File: src/scsd_defines.vh
/*
 constants of the system clock select and divide block: register offsets,
 field positions, reset values, source and oscillator-type codes, timing.
 assumes inclusion by bare name from the design files of this block.
*/
`ifndef SCSD_DEFINES_VH
`define SCSD_DEFINES_VH
// ----------------------------------------
// register offsets and fields
// ----------------------------------------
`define SCSD_OFS_OSC_CTRL 12'h000
`define SCSD_OFS_TMR1_CTRL 12'h004
`define SCSD_OFS_CFG_STAT 12'h008
`define SCSD_BIT_IDLE_EN 7
`define SCSD_BIT_OST_STAT 3
`define SCSD_BIT_SEC_OSC_EN 3
`define SCSD_BIT_SEC_ACTIVE 6
`define SCSD_RST_SEL 2'h0
`define SCSD_RST_IDLE_EN 1'h0
`define SCSD_RST_SEC_EN 1'h0
// ----------------------------------------
// clock sources
// ----------------------------------------
`define SCSD_SRC_PRI 2'h0
`define SCSD_SRC_SEC 2'h1
`define SCSD_SRC_INT 2'h2
// ----------------------------------------
// primary oscillator type codes
// ----------------------------------------
`define SCSD_OSC_XT 4'h0
`define SCSD_OSC_CRYSTAL_WITH_PLL 4'h2
`define SCSD_OSC_EC 4'h4
`define SCSD_OSC_EXT_CLOCK_PORT_PIN 4'h5
`define SCSD_OSC_EXT_CLOCK_WITH_PLL 4'h6
`define SCSD_OSC_EXT_CLOCK_PLL_PORT_PIN 4'h7
`define SCSD_OSC_HS 4'hC
`define SCSD_OSC_FAST_CRYSTAL_WITH_PLL 4'hE
// ----------------------------------------
// timing
// ----------------------------------------
`define SCSD_CLK_FREQ_KHZ 100000
`define SCSD_PLL_LOCK_MS 2
`define SCSD_OST_EDGES 1024
`define SCSD_OLD_EDGES 2
`define SCSD_NEW_EDGES 3
`endif

File: src/scsd_osc_sync.v
/*
 synchroniser for one oscillator input with rising-edge detect.
 assumes the oscillator is slower than half of core_clk.
*/
`timescale 1ns/100ps
module scsd_osc_sync
(
	input wire core_clk,
	input wire sys_rst,
	input wire oscIn,
	output wire oscLvl,
	output wire oscRise
);
	reg meta_r;
	reg sync_r;
	reg last_r;
	// ----------------------------------------
	// two-stage sync, edge on second stage only
	// ----------------------------------------
	always @(posedge core_clk)
	begin
		if (sys_rst)
		begin
			meta_r <= 1'b0;
			sync_r <= 1'b0;
			last_r <= 1'b0;
		end
		else
		begin
			meta_r <= oscIn;
			sync_r <= meta_r;
			last_r <= sync_r;
		end
	end
	assign oscLvl = sync_r;
	assign oscRise = sync_r & ~last_r;
endmodule // scsd_osc_sync

File: src/scsd_clock_ctrl.v
/*
 clock source select, switch sequencing, start-up timing and divider
 control, with an APB register slave.
 assumes oscillator inputs are asynchronous and slower than core_clk/2,
 and configuration inputs are steady by the end of reset.
*/
// Decided for this implementation: the APB slave port and the register addresses.
`timescale 1ns/100ps
`include "scsd_defines.vh"
module scsd_clock_ctrl
#(
	parameter ADDR_W = 12,
	parameter OST_EDGES = `SCSD_OST_EDGES,
	parameter PLL_LOCK_CYCLES = `SCSD_PLL_LOCK_MS * `SCSD_CLK_FREQ_KHZ,
	parameter LOCK_W = 18
)
(
	input wire core_clk,
	input wire sys_rst,
	input wire psel,
	input wire penable,
	input wire pwrite,
	input wire [ADDR_W-1:0] paddr,
	input wire [31:0] pwdata,
	input wire [3:0] pstrb,
	output wire pready,
	output wire [31:0] prdata,
	output wire pslverr,
	input wire priOscIn,
	input wire secOscIn,
	input wire intOscIn,
	input wire [3:0] primaryOscTypeConfig,
	input wire [2:0] pllInputPrescale,
	input wire [1:0] cpuClockDivide,
	input wire sleepExec,
	input wire wakeEvent,
	output wire devClkTick,
	output wire cpuClkTick,
	output wire periClkTick,
	output wire wdtClkTick,
	output wire devRstHold,
	output wire idleMode,
	output wire sleepMode,
	output wire priOscEn,
	output wire secOscEn,
	output wire [2:0] pllDivRatio,
	output wire [2:0] cpuDivRatio,
	output wire usbLowSpeedOk
);
	localparam ST_RUN = 3'b001;
	localparam ST_OLD = 3'b010;
	localparam ST_NEW = 3'b100;
	wire [2:0] oscLvl;
	wire [2:0] oscRise;
	wire [2:0] oscPin;
	reg cfgLoaded_r;
	reg [3:0] oscType_r;
	reg [2:0] pllPre_r;
	reg [1:0] cpuDiv_r;
	reg [1:0] clkSrcSel_r;
	reg idleOnSleepEn_r;
	reg secOscEnable_r;
	reg [1:0] actSrc_r;
	reg [1:0] swTgt_r;
	reg [2:0] state_r;
	reg [2:0] state_nxt;
	reg [1:0] edgeCnt_r;
	reg [1:0] edgeCnt_nxt;
	reg [10:0] ostCnt_r;
	reg ostDone_r;
	reg [LOCK_W-1:0] lockCnt_r;
	reg lockDone_r;
	reg idle_r;
	reg sleep_r;
	reg [2:0] divCnt_r;
	reg [2:0] pllRatio_r;
	reg [2:0] cpuRatio_r;
	reg [2:0] cpuRatio_nxt;
	reg [2:0] pllRatio_nxt;
	reg [31:0] prdata_r;
	reg [31:0] rd_nxt;
	reg hit_nxt;
	reg tick_r;
	reg cpuTick_r;
	reg periTick_r;
	reg wdtTick_r;
	wire [1:0] reqSrc;
	wire crystalMode;
	wire fastPllMode;
	wire pllMode;
	wire holdRst;
	wire wrAcc;
	wire setupRd;
	wire newReady;
	wire srcTick;
	wire [2:0] divLimit;
	// ----------------------------------------
	// oscillator synchronisers
	// ----------------------------------------
	assign oscPin = {intOscIn, secOscIn, priOscIn};
	genvar g;
	generate
		for (g = 0; g < 3; g = g + 1)
		begin : g_sync
			scsd_osc_sync u_sync
			(
				.core_clk(core_clk),
				.sys_rst(sys_rst),
				.oscIn(oscPin[g]),
				.oscLvl(oscLvl[g]),
				.oscRise(oscRise[g])
			);
		end
	endgenerate
	// ----------------------------------------
	// static configuration capture
	// ----------------------------------------
	always @(posedge core_clk)
	begin
		if (sys_rst)
		begin
			cfgLoaded_r <= 1'b0;
			oscType_r <= `SCSD_OSC_XT;
			pllPre_r <= 3'h0;
			cpuDiv_r <= 2'h0;
		end
		else if (!cfgLoaded_r)
		begin
			cfgLoaded_r <= 1'b1;
			oscType_r <= primaryOscTypeConfig;
			pllPre_r <= pllInputPrescale;
			cpuDiv_r <= cpuClockDivide;
		end
	end
	assign crystalMode = (oscType_r == `SCSD_OSC_XT) ||
		(oscType_r == `SCSD_OSC_CRYSTAL_WITH_PLL) || (oscType_r == `SCSD_OSC_HS) ||
		(oscType_r == `SCSD_OSC_FAST_CRYSTAL_WITH_PLL);
	assign fastPllMode = (oscType_r == `SCSD_OSC_FAST_CRYSTAL_WITH_PLL);
	assign pllMode = (oscType_r == `SCSD_OSC_CRYSTAL_WITH_PLL) || fastPllMode ||
		(oscType_r == `SCSD_OSC_EXT_CLOCK_WITH_PLL) || (oscType_r == `SCSD_OSC_EXT_CLOCK_PLL_PORT_PIN);
	// ----------------------------------------
	// start-up timer and pll lock hold
	// ----------------------------------------
	always @(posedge core_clk)
	begin
		if (sys_rst)
		begin
			ostCnt_r <= 11'h000;
			ostDone_r <= 1'b0;
		end
		else if (cfgLoaded_r && !ostDone_r)
		begin
			if (!crystalMode)
				ostDone_r <= 1'b1;
			else if (oscRise[0])
			begin
				ostCnt_r <= ostCnt_r + 11'h001;
				if (ostCnt_r == OST_EDGES[10:0] - 11'h001)
					ostDone_r <= 1'b1;
			end
		end
	end
	always @(posedge core_clk)
	begin
		if (sys_rst)
		begin
			lockCnt_r <= {LOCK_W{1'b0}};
			lockDone_r <= 1'b0;
		end
		else if (ostDone_r && !lockDone_r)
		begin
			if (!fastPllMode)
				lockDone_r <= 1'b1;
			else
			begin
				lockCnt_r <= lockCnt_r + 1'b1;
				if (lockCnt_r == PLL_LOCK_CYCLES[LOCK_W-1:0] - 1'b1)
					lockDone_r <= 1'b1;
			end
		end
	end
	assign holdRst = ~(cfgLoaded_r & ostDone_r & lockDone_r);
	// ----------------------------------------
	// apb register access
	// ----------------------------------------
	assign wrAcc = psel & penable & pwrite & pready;
	assign setupRd = psel & ~penable & ~pwrite;
	assign reqSrc = pwdata[1] ? `SCSD_SRC_INT : pwdata[0] ? `SCSD_SRC_SEC :
		`SCSD_SRC_PRI;
	always @(posedge core_clk)
	begin
		if (sys_rst)
		begin
			clkSrcSel_r <= `SCSD_RST_SEL;
			idleOnSleepEn_r <= `SCSD_RST_IDLE_EN;
			secOscEnable_r <= `SCSD_RST_SEC_EN;
		end
		else if (wrAcc && pstrb[0])
		begin
			if (paddr == `SCSD_OFS_OSC_CTRL)
			begin
				idleOnSleepEn_r <= pwdata[`SCSD_BIT_IDLE_EN];
				if (reqSrc != `SCSD_SRC_SEC || secOscEnable_r)
					clkSrcSel_r <= pwdata[1:0];
			end
			if (paddr == `SCSD_OFS_TMR1_CTRL)
				secOscEnable_r <= pwdata[`SCSD_BIT_SEC_OSC_EN];
		end
	end
	always @*
	begin
		rd_nxt = 32'h00000000;
		hit_nxt = 1'b1;
		case (paddr)
			`SCSD_OFS_OSC_CTRL:
			begin
				rd_nxt[`SCSD_BIT_IDLE_EN] = idleOnSleepEn_r;
				rd_nxt[`SCSD_BIT_OST_STAT] = ostDone_r &
					(actSrc_r == `SCSD_SRC_PRI);
				rd_nxt[1:0] = clkSrcSel_r;
			end
			`SCSD_OFS_TMR1_CTRL:
			begin
				rd_nxt[`SCSD_BIT_SEC_OSC_EN] = secOscEnable_r;
				rd_nxt[`SCSD_BIT_SEC_ACTIVE] =
					(actSrc_r == `SCSD_SRC_SEC);
			end
			`SCSD_OFS_CFG_STAT:
			begin
				rd_nxt[3:0] = oscType_r;
				rd_nxt[6:4] = pllPre_r;
				rd_nxt[9:8] = cpuDiv_r;
				rd_nxt[10] = ~holdRst;
				rd_nxt[12:11] = actSrc_r;
				rd_nxt[13] = ~state_r[0];
				rd_nxt[14] = usbLowSpeedOk;
				rd_nxt[18:16] = pllRatio_r;
				rd_nxt[22:20] = cpuRatio_r;
			end
			default:
				hit_nxt = 1'b0;
		endcase
	end
	always @(posedge core_clk)
	begin
		if (sys_rst)
			prdata_r <= 32'h00000000;
		else if (setupRd)
			prdata_r <= rd_nxt;
	end
	assign pready = 1'b1;
	assign prdata = prdata_r;
	assign pslverr = psel & penable & ~hit_nxt;
	// ----------------------------------------
	// glitch-free source switch
	// ----------------------------------------
	assign newReady = (swTgt_r == `SCSD_SRC_INT) ? 1'b1 :
		(swTgt_r == `SCSD_SRC_SEC) ? secOscEnable_r : ostDone_r;
	always @*
	begin
		state_nxt = state_r;
		edgeCnt_nxt = edgeCnt_r;
		case (state_r)
			ST_RUN:
			begin
				edgeCnt_nxt = 2'h0;
				if (clkSrcSel_r[1] ? actSrc_r != `SCSD_SRC_INT :
					actSrc_r != {1'b0, clkSrcSel_r[0]})
					state_nxt = ST_OLD;
			end
			ST_OLD:
			begin
				if (oscRise[actSrc_r])
				begin
					edgeCnt_nxt = edgeCnt_r + 2'h1;
					if (edgeCnt_r == `SCSD_OLD_EDGES - 1)
					begin
						edgeCnt_nxt = 2'h0;
						state_nxt = ST_NEW;
					end
				end
			end
			ST_NEW:
			begin
				if (newReady && oscRise[swTgt_r])
				begin
					edgeCnt_nxt = edgeCnt_r + 2'h1;
					if (edgeCnt_r == `SCSD_NEW_EDGES - 1)
					begin
						edgeCnt_nxt = 2'h0;
						state_nxt = ST_RUN;
					end
				end
			end
			default:
			begin
				state_nxt = ST_RUN;
				edgeCnt_nxt = 2'h0;
			end
		endcase
	end
	always @(posedge core_clk)
	begin
		if (sys_rst)
		begin
			state_r <= ST_RUN;
			edgeCnt_r <= 2'h0;
			actSrc_r <= `SCSD_SRC_PRI;
			swTgt_r <= `SCSD_SRC_PRI;
		end
		else
		begin
			state_r <= state_nxt;
			edgeCnt_r <= edgeCnt_nxt;
			if (state_r == ST_RUN && state_nxt == ST_OLD)
				swTgt_r <= clkSrcSel_r[1] ? `SCSD_SRC_INT :
					{1'b0, clkSrcSel_r[0]};
			if (state_r == ST_NEW && state_nxt == ST_RUN)
				actSrc_r <= swTgt_r;
		end
	end
	// ----------------------------------------
	// divider ratios
	// ----------------------------------------
	always @*
	begin
		case (pllPre_r)
			3'h0: pllRatio_nxt = 3'h1;
			3'h1: pllRatio_nxt = 3'h2;
			3'h2: pllRatio_nxt = 3'h3;
			3'h3: pllRatio_nxt = 3'h4;
			3'h4: pllRatio_nxt = 3'h5;
			3'h5: pllRatio_nxt = 3'h6;
			default: pllRatio_nxt = 3'h0;
		endcase
		case (cpuDiv_r)
			2'h0: cpuRatio_nxt = pllMode ? 3'h2 : 3'h1;
			2'h1: cpuRatio_nxt = pllMode ? 3'h3 : 3'h2;
			2'h2: cpuRatio_nxt = pllMode ? 3'h4 : 3'h3;
			default: cpuRatio_nxt = pllMode ? 3'h6 : 3'h4;
		endcase
	end
	assign divLimit = (actSrc_r == `SCSD_SRC_PRI) ? cpuRatio_r : 3'h1;
	assign srcTick = oscRise[actSrc_r] & state_r[0] & ~holdRst;
	always @(posedge core_clk)
	begin
		if (sys_rst)
		begin
			pllRatio_r <= 3'h1;
			cpuRatio_r <= 3'h1;
			divCnt_r <= 3'h0;
			tick_r <= 1'b0;
		end
		else
		begin
			pllRatio_r <= pllRatio_nxt;
			cpuRatio_r <= cpuRatio_nxt;
			tick_r <= 1'b0;
			if (!state_r[0])
				divCnt_r <= 3'h0;
			else if (srcTick)
			begin
				if (divCnt_r >= divLimit - 3'h1)
				begin
					divCnt_r <= 3'h0;
					tick_r <= 1'b1;
				end
				else
					divCnt_r <= divCnt_r + 3'h1;
			end
		end
	end
	// ----------------------------------------
	// sleep and idle modes
	// ----------------------------------------
	always @(posedge core_clk)
	begin
		if (sys_rst)
		begin
			idle_r <= 1'b0;
			sleep_r <= 1'b0;
		end
		else if (sleepExec)
		begin
			idle_r <= idleOnSleepEn_r;
			sleep_r <= ~idleOnSleepEn_r;
		end
		else if (wakeEvent)
		begin
			idle_r <= 1'b0;
			sleep_r <= 1'b0;
		end
	end
	always @(posedge core_clk)
	begin
		if (sys_rst)
		begin
			cpuTick_r <= 1'b0;
			periTick_r <= 1'b0;
			wdtTick_r <= 1'b0;
		end
		else
		begin
			cpuTick_r <= tick_r & ~idle_r & ~sleep_r;
			periTick_r <= tick_r & ~sleep_r;
			wdtTick_r <= oscRise[2];
		end
	end
	// ----------------------------------------
	// outputs
	// ----------------------------------------
	assign devClkTick = tick_r;
	assign cpuClkTick = cpuTick_r;
	assign periClkTick = periTick_r;
	assign wdtClkTick = wdtTick_r;
	assign devRstHold = holdRst;
	assign idleMode = idle_r;
	assign sleepMode = sleep_r;
	assign priOscEn = ~sleep_r & (holdRst | (actSrc_r == `SCSD_SRC_PRI) |
		(swTgt_r == `SCSD_SRC_PRI));
	assign secOscEn = secOscEnable_r;
	assign pllDivRatio = pllRatio_r;
	assign cpuDivRatio = cpuRatio_r;
	assign usbLowSpeedOk = pllMode ? (cpuDiv_r == 2'h2) :
		(pllPre_r == 3'h5 && cpuDiv_r == 2'h0);
endmodule // scsd_clock_ctrl

File: config.mk
export PLATFORM = sky130hd
export DESIGN_NAME = scsd_clock_ctrl
export DESIGN_NICKNAME = d
export VERILOG_FILES = /design/src/scsd_osc_sync.v /design/src/scsd_clock_ctrl.v
export VERILOG_INCLUDE_DIRS = /design/src
export SDC_FILE = /design/constraint.sdc
export NUM_CORES = 1
export LEC_CHECK = 0
export ABC_AREA = 1
export ABC_CLOCK_PERIOD_IN_PS = 2050
export BUFFER_PORTS_ARGS = -buffer_cell sky130_fd_sc_hd__buf_2
export CAP_MARGIN = 30
export CORE_MARGIN = 2
export CORE_UTILIZATION = 48
export DETAILED_ROUTE_END_ITERATION = 10
export GPL_ROUTABILITY_DRIVEN = 0
export PLACE_DENSITY = 0.76
export SETUP_SLACK_MARGIN = 0.3
export SYNTH_ARGS = -nofsm -noshare
export SYNTH_HDL_FRONTEND = slang
export SYNTH_SLANG_ARGS = --single-unit
File: constraint.sdc
create_clock -name core_clk -period 2.05 [get_ports core_clk]
set_clock_uncertainty 0.2 [all_clocks]
set_input_delay 0.1025 -clock core_clk [delete_from_list [all_inputs] [get_ports core_clk]]
set_output_delay 0.1025 -clock core_clk [all_outputs]
set_load 0.02 [all_outputs]
# Yosys cells after proc, flatten, opt, wreduce, memory -nomap -nowiden
# Index checks and enable logic that the tools add are counted.
# word_totals
ff_bits	99
out_inout_bits	50
word_cells	191
# op_classes
n_addsub	5
order_cmp	3
n_eq_ne	34
mux	50
bitwise_logic	31
n_reduce_logical	34
# op_table
op	count
3-bit two-way mux	10
1-bit two-way mux	21
18-bit by 1-bit adder with 18-bit output (second input constant)	1
18-bit equality test (second input constant)	1
2-bit two-way mux	9
3-bit case mux with 3 select lines	2
3-bit case mux with 6 select lines	1
1-bit bitwise AND	17
12-bit by 3-bit equality test with 1-bit output (second input constant)	1
12-bit by 4-bit equality test with 1-bit output (second input constant)	1
3-bit by 2-bit equality test with 1-bit output (second input constant)	4
12-bit logical NOT	1
1-bit NOT	12
11-bit by 1-bit adder with 11-bit output (second input constant)	1
11-bit by 10-bit equality test with 1-bit output (second input constant)	1
2-bit AND reduction	5
3-bit by 1-bit equality test with 1-bit output (second input constant)	3
3-bit equality test (second input constant)	3
3-bit AND reduction	3
2-bit by 1-bit equality test with 1-bit output (second input constant)	4
4-bit by 3-bit equality test with 1-bit output (second input constant)	2
4-bit equality test (second input constant)	2
2-bit by 1-bit inequality test with 1-bit output (second input constant)	4
2-bit case mux with 2 select lines	2
other kinds (23)	46

# Longest topological paths before layout
# depth
depth_word	9
ltp_mapped	12
ltp_nobuf	12

# By module
# From an unflattened synthesis, not the netlist that was laid out.
# hier_totals
cells_unflattened	671
hier_area_um2	4739.5
# by_module_without_submodules
module	n_inst	cells_per_inst	area_per_inst_um2
scsd_clock_ctrl	1	641	4480.5
scsd_osc_sync	3	10	86.3

# Worst setup path after synthesis
# Ideal clock, no wire load.
# synth_timing
path_type	reg2reg
startpoint	reg actSrc_r[1]
endpoint	reg divCnt_r[0]
arrival_ns	1.875
required_ns	1.734
setup_slack_ns	-0.141
path_stages_with_launch	13
path_buffers	0
synth_period_minus_slack_ns	2.191
cell_sequence	dfxtp_1 nor2_1 inv_1 nor2_1 ha_1 xnor2_1 inv_1 ha_1 nand2_1 o211ai_1 nor2_1 o21ai_0 nor2_1
# synth_between
elab_chain_len	5
# synth_rtl
item	line_no	text
from (decl)	scsd_clock_ctrl.v:63	reg [1:0] actSrc_r;
from (signal assigned)	scsd_clock_ctrl.v:308	actSrc_r <= `SCSD_SRC_PRI;
from (signal assigned)	scsd_clock_ctrl.v:319	actSrc_r <= swTgt_r;
2-bit logical NOT (no source line)	-	
3-bit two-way mux	scsd_clock_ctrl.v:343	assign divLimit = (actSrc_r == `SCSD_SRC_PRI) ? cpuRatio_r : 3'h1;
3-bit by 1-bit subtractor with 3-bit output	scsd_clock_ctrl.v:363	if (divCnt_r >= divLimit - 3'h1)
3-bit >= comparator	scsd_clock_ctrl.v:363	
3-bit two-way mux	scsd_clock_ctrl.v:363	
to (signal assigned)	scsd_clock_ctrl.v:369	divCnt_r <= divCnt_r + 3'h1;
to (decl)	scsd_clock_ctrl.v:75	reg [2:0] divCnt_r;
# Several ways; a longest one is shown, not always the timed one. The select of a mux whose other input is x is not followed.
# A chain may end at the register's enable or synchronous reset.

# Worst setup path in the final report
# layout_timing
startpoint	reg actSrc_r[0]
endpoint	reg divCnt_r[0]
# Same word-level chain as after synthesis.

==> metrics <==
status finished, violations left; failing checks negative setup slack; grt ovf 0; first-pass GRT wire length 18200 um; CP peak stage delay 350 ps; register area 0.00200 mm2; DRT Wirelength 11800 um; largest net degree at the start of global routing 61; Clk Latency, worst-skew pair 380 ps; sequential cell area fraction in the yosys report 0.417; Core Rows 36; Worst Reg-to-Reg Cells 12; final setup violation count 4; die span in x 103 um; Pleak 2.49 nW; antenna-violating nets left 0; Cell Area, Synth 0.00475 mm2; multi-input logic area 0.00249 mm2; Max-Slew Margin vs Limit 0.525; CP delay by family, top compound AO/OA/AOI/OAI gates; setup ws final -137 ps; synth top area cells dfxtp_1 42%, nand2_1 13%, nor2_1 7.6%, a21oi_1 6.0%, inv_1 5.8%; critical path depth in cells 12; final hold viol count 0; synth unique cells 35; Layout area overhead 25.2%; Longest Clk Path Bufs 2; vias in the first global route 4225; post-synth top area cell dfxtp_1; port buffer count 73; dpl cells 877; Synth Warn # 0; Gate Count Post-Synth 679; Final Power 3.67 mW; core area 0.00968 mm2; Iter 0 DRT Violations 233; antenna violations before repair 0; Sink Count 99; DRC viols 0; Power per Cell Area 617 mW/mm2; R2R Path End divCnt_r[0]$_SDFFE_PP0P_; antenna cell count 0; Hold WC Path Type in2reg; fin nets 865; Root Driver clkbuf_8; Max stage delay cell, worst path dfxtp_2; H-tree depth 3; Peak VDD IR 0.306 mV; Slew Limit Fails 0; Die Y 103 um; max-cap viol count 0; Clock Pin Slew Worst Setup and Hold Paths 100 ps; Yosys top cell area share 0.417; total CTS buffers 9; buffers and inverters on the worst path 3; Final min period 2190 ps; hold slack 28.8 ps; Worst Setup SP actSrc_r[0]$_SDFFE_PP0P_; worst setup path endpoint divCnt_r[0]$_SDFFE_PP0P_; routed len/inst 12.7 um; routed vias/inst 5.03; crit share post-route 1.07; Startpoint Class flop; die area 0.0107 mm2; fmax 0.457 GHz; Pre-Repair DR Iteration Count 5; synthesized area per cell 6.99 um2; CTS tree done; Worst-Margin Slew 713 ps; unrepaired setup endpoints after global routing true; Initial Util 0.490; routed vias 4674; R2R setup slack -140 ps; reg2reg start actSrc_r[0]$_SDFFE_PP0P_; IO Count 117; CP required 2130 ps; Filler Cells Inserted 833; share of cells above drive strength 1 0.237; Crit Path Category reg2reg; Synth Register Bits 99; CP Max Fanout 4; hpwl dp 7940 um; dpl ws -150 ps; Global Route Usage Sum 0.216; Non-Filler Instances 929; crit path cell chain nor2_4 > buf_4 > buf_4 > nand2_1 > xnor2_2 > inv_2 > ha_4 > nand2_2 > o211ai_1 > nor2_1 > o21ai_1 > nor2_1; CP Capture Type flop; worst endpoint data arrival time 2260 ps
## synthesized netlist by cell type
cell type	n
o21a_1	1
clkbuf_1	11
xor2_1	6
nor3_2	4
o21ai_0	36
xnor2_1	7
a21oi_1	57
nand3_1	32
o21ai_1	1
ha_1	7
conb_1	2
inv_2	2
nand2_2	12
nand2_1	164
nor2_8	1
a22oi_1	1
nand3b_1	1
a21oi_2	10
nor4_1	1
dfxtp_1	99
buf_1	2
inv_1	74
nand4_1	9
o21bai_1	2
nor3b_1	1
nor3_4	2
a31oi_1	3
o211ai_1	2
buf_2	4
nor2_1	96
nor3_1	14
buf_12	1
or2_4	1
buf_4	12
nor2_4	1
## registers in the layout (all words and copies together) (netlist names), 2 cells and up
| name | flops |
|---|---|
| clkSrcSel_r | 2 |
| state_r | 3 |
| cpuDivRatio | 3 |
| oscType_r | 4 |
| pllDivRatio | 3 |
| swTgt_r | 2 |
| pllPre_r | 3 |
| edgeCnt_r | 2 |
| lockCnt_r | 18 |
| prdata | 21 |
| g_sync.u_sync.meta_r | 3 |
| g_sync.u_sync.last_r | 3 |
| g_sync.u_sync.oscLvl | 3 |
| ostCnt_r | 11 |
| cpuDiv_r | 2 |
| divCnt_r | 3 |
| actSrc_r | 2 |
## power by group
group	internal, mW	switching [mW]
sequential	1.96	0.0364
combinational	0.142	0.214
clock	0.586	0.731
## stage by stage
stage | cell area, um2 | util | TNS, ps
finish | 5950 | 0.614 | -371
global route | 5950 | 0.614 | -991
CTS | 5800 | 0.599 | -208
detailed placement | 5260 | 0.543 | -476
global placement | 5260 | 0.543 | -92.9
floorplan | 4810 | - | -16.2
## placed cells by master (no fill, tap or decap), types with 2 or more instances in the layout
cell type	netlist	routed
nand2_1	164	157
dfxtp_1	99	88
nor2_1	96	87
buf_2	4	72
inv_1	74	67
a21oi_1	57	54
o21ai_0	36	31
nand3_1	32	31
dlygate4sd3_1	0	26
buf_4	12	20
nand2_2	12	19
a21oi_2	10	13
nor3_1	14	12
conb_1	2	12
nand4_1	9	9
dfxtp_2	0	9
clkbuf_8	0	9
inv_2	2	8
nor2_4	1	6
xnor2_1	7	6
xor2_1	6	6
o21ai_1	1	5
nor3_4	2	4
nor2_2	0	4
nor3_2	4	4
ha_1	7	4
a31oi_1	3	3
inv_6	0	3
o211ai_1	2	2
o21bai_1	2	2
ha_4	0	2
dfxtp_4	0	2
buf_6	0	2
## logic make-up after synthesis
logic type / count (synthesis) / synth area share
AND/OR/NAND/NOR: 339 / 0.310
AO/OA/AOI/OAI: 113 / 0.131
buffers and inverters: 106 / 0.0978
flip-flops: 99 / 0.417
XOR/XNOR: 13 / 0.0240
adder cells (fa/ha/maj): 7 / 0.0184
other: 2 / 0.00158
## how the worst min path moves through the flow
stage                     slack [ps]                                 end  depth (start not counted)      from
final                             30           cpuDivRatio[0]$_SDFF_PP1_                          3   sys_rst
after global routing              60         clkSrcSel_r[1]$_SDFFE_PP0P_                          5  pstrb[0]
after CTS                          6         clkSrcSel_r[1]$_SDFFE_PP0P_                          5  pstrb[0]
after detailed placement         110  g_sync[1].u_sync.meta_r$_SDFF_PP0_                          3  secOscIn
after global placement           110  g_sync[0].u_sync.meta_r$_SDFF_PP0_                          3  priOscIn
after floorplan                    9  g_sync[0].u_sync.meta_r$_SDFF_PP0_                          2  priOscIn
## layer usage
layer  up-vias  track usage  share of wire
li1       2368            -              -
met1      2157        0.245           0.42
met2       130        0.391           0.51
met3        19       0.0585          0.054
met4         0       0.0759          0.018
met5         -            0              0
## cell type report
type | instances | share of cell area
multi-input cells | 485 | 0.419
clock inverters | 7 | 0.0137
clock buffers | 9 | 0.0208
well taps | 133 | 0.0280
repair buffers | 120 | 0.133
flip-flops and latches | 99 | 0.336
inverters | 76 | 0.0484
## tightest hold or removal path, delay by kind of cell
kind,cells,cell delay (ps)
buffers and inverters,2,310
AND/OR/NAND/NOR,1,160
## what timing repair did
item,4_1_cts,5_1_grt
cloned,0,2
pin swaps,9,7
hold endpoints to repair,21,0
endpoints found under the setup margin,13,31
hold buffers,26,0
setup buffers,3,5
resized for setup,18,39
No activity file was read; power rests on OpenSTA's default activity.
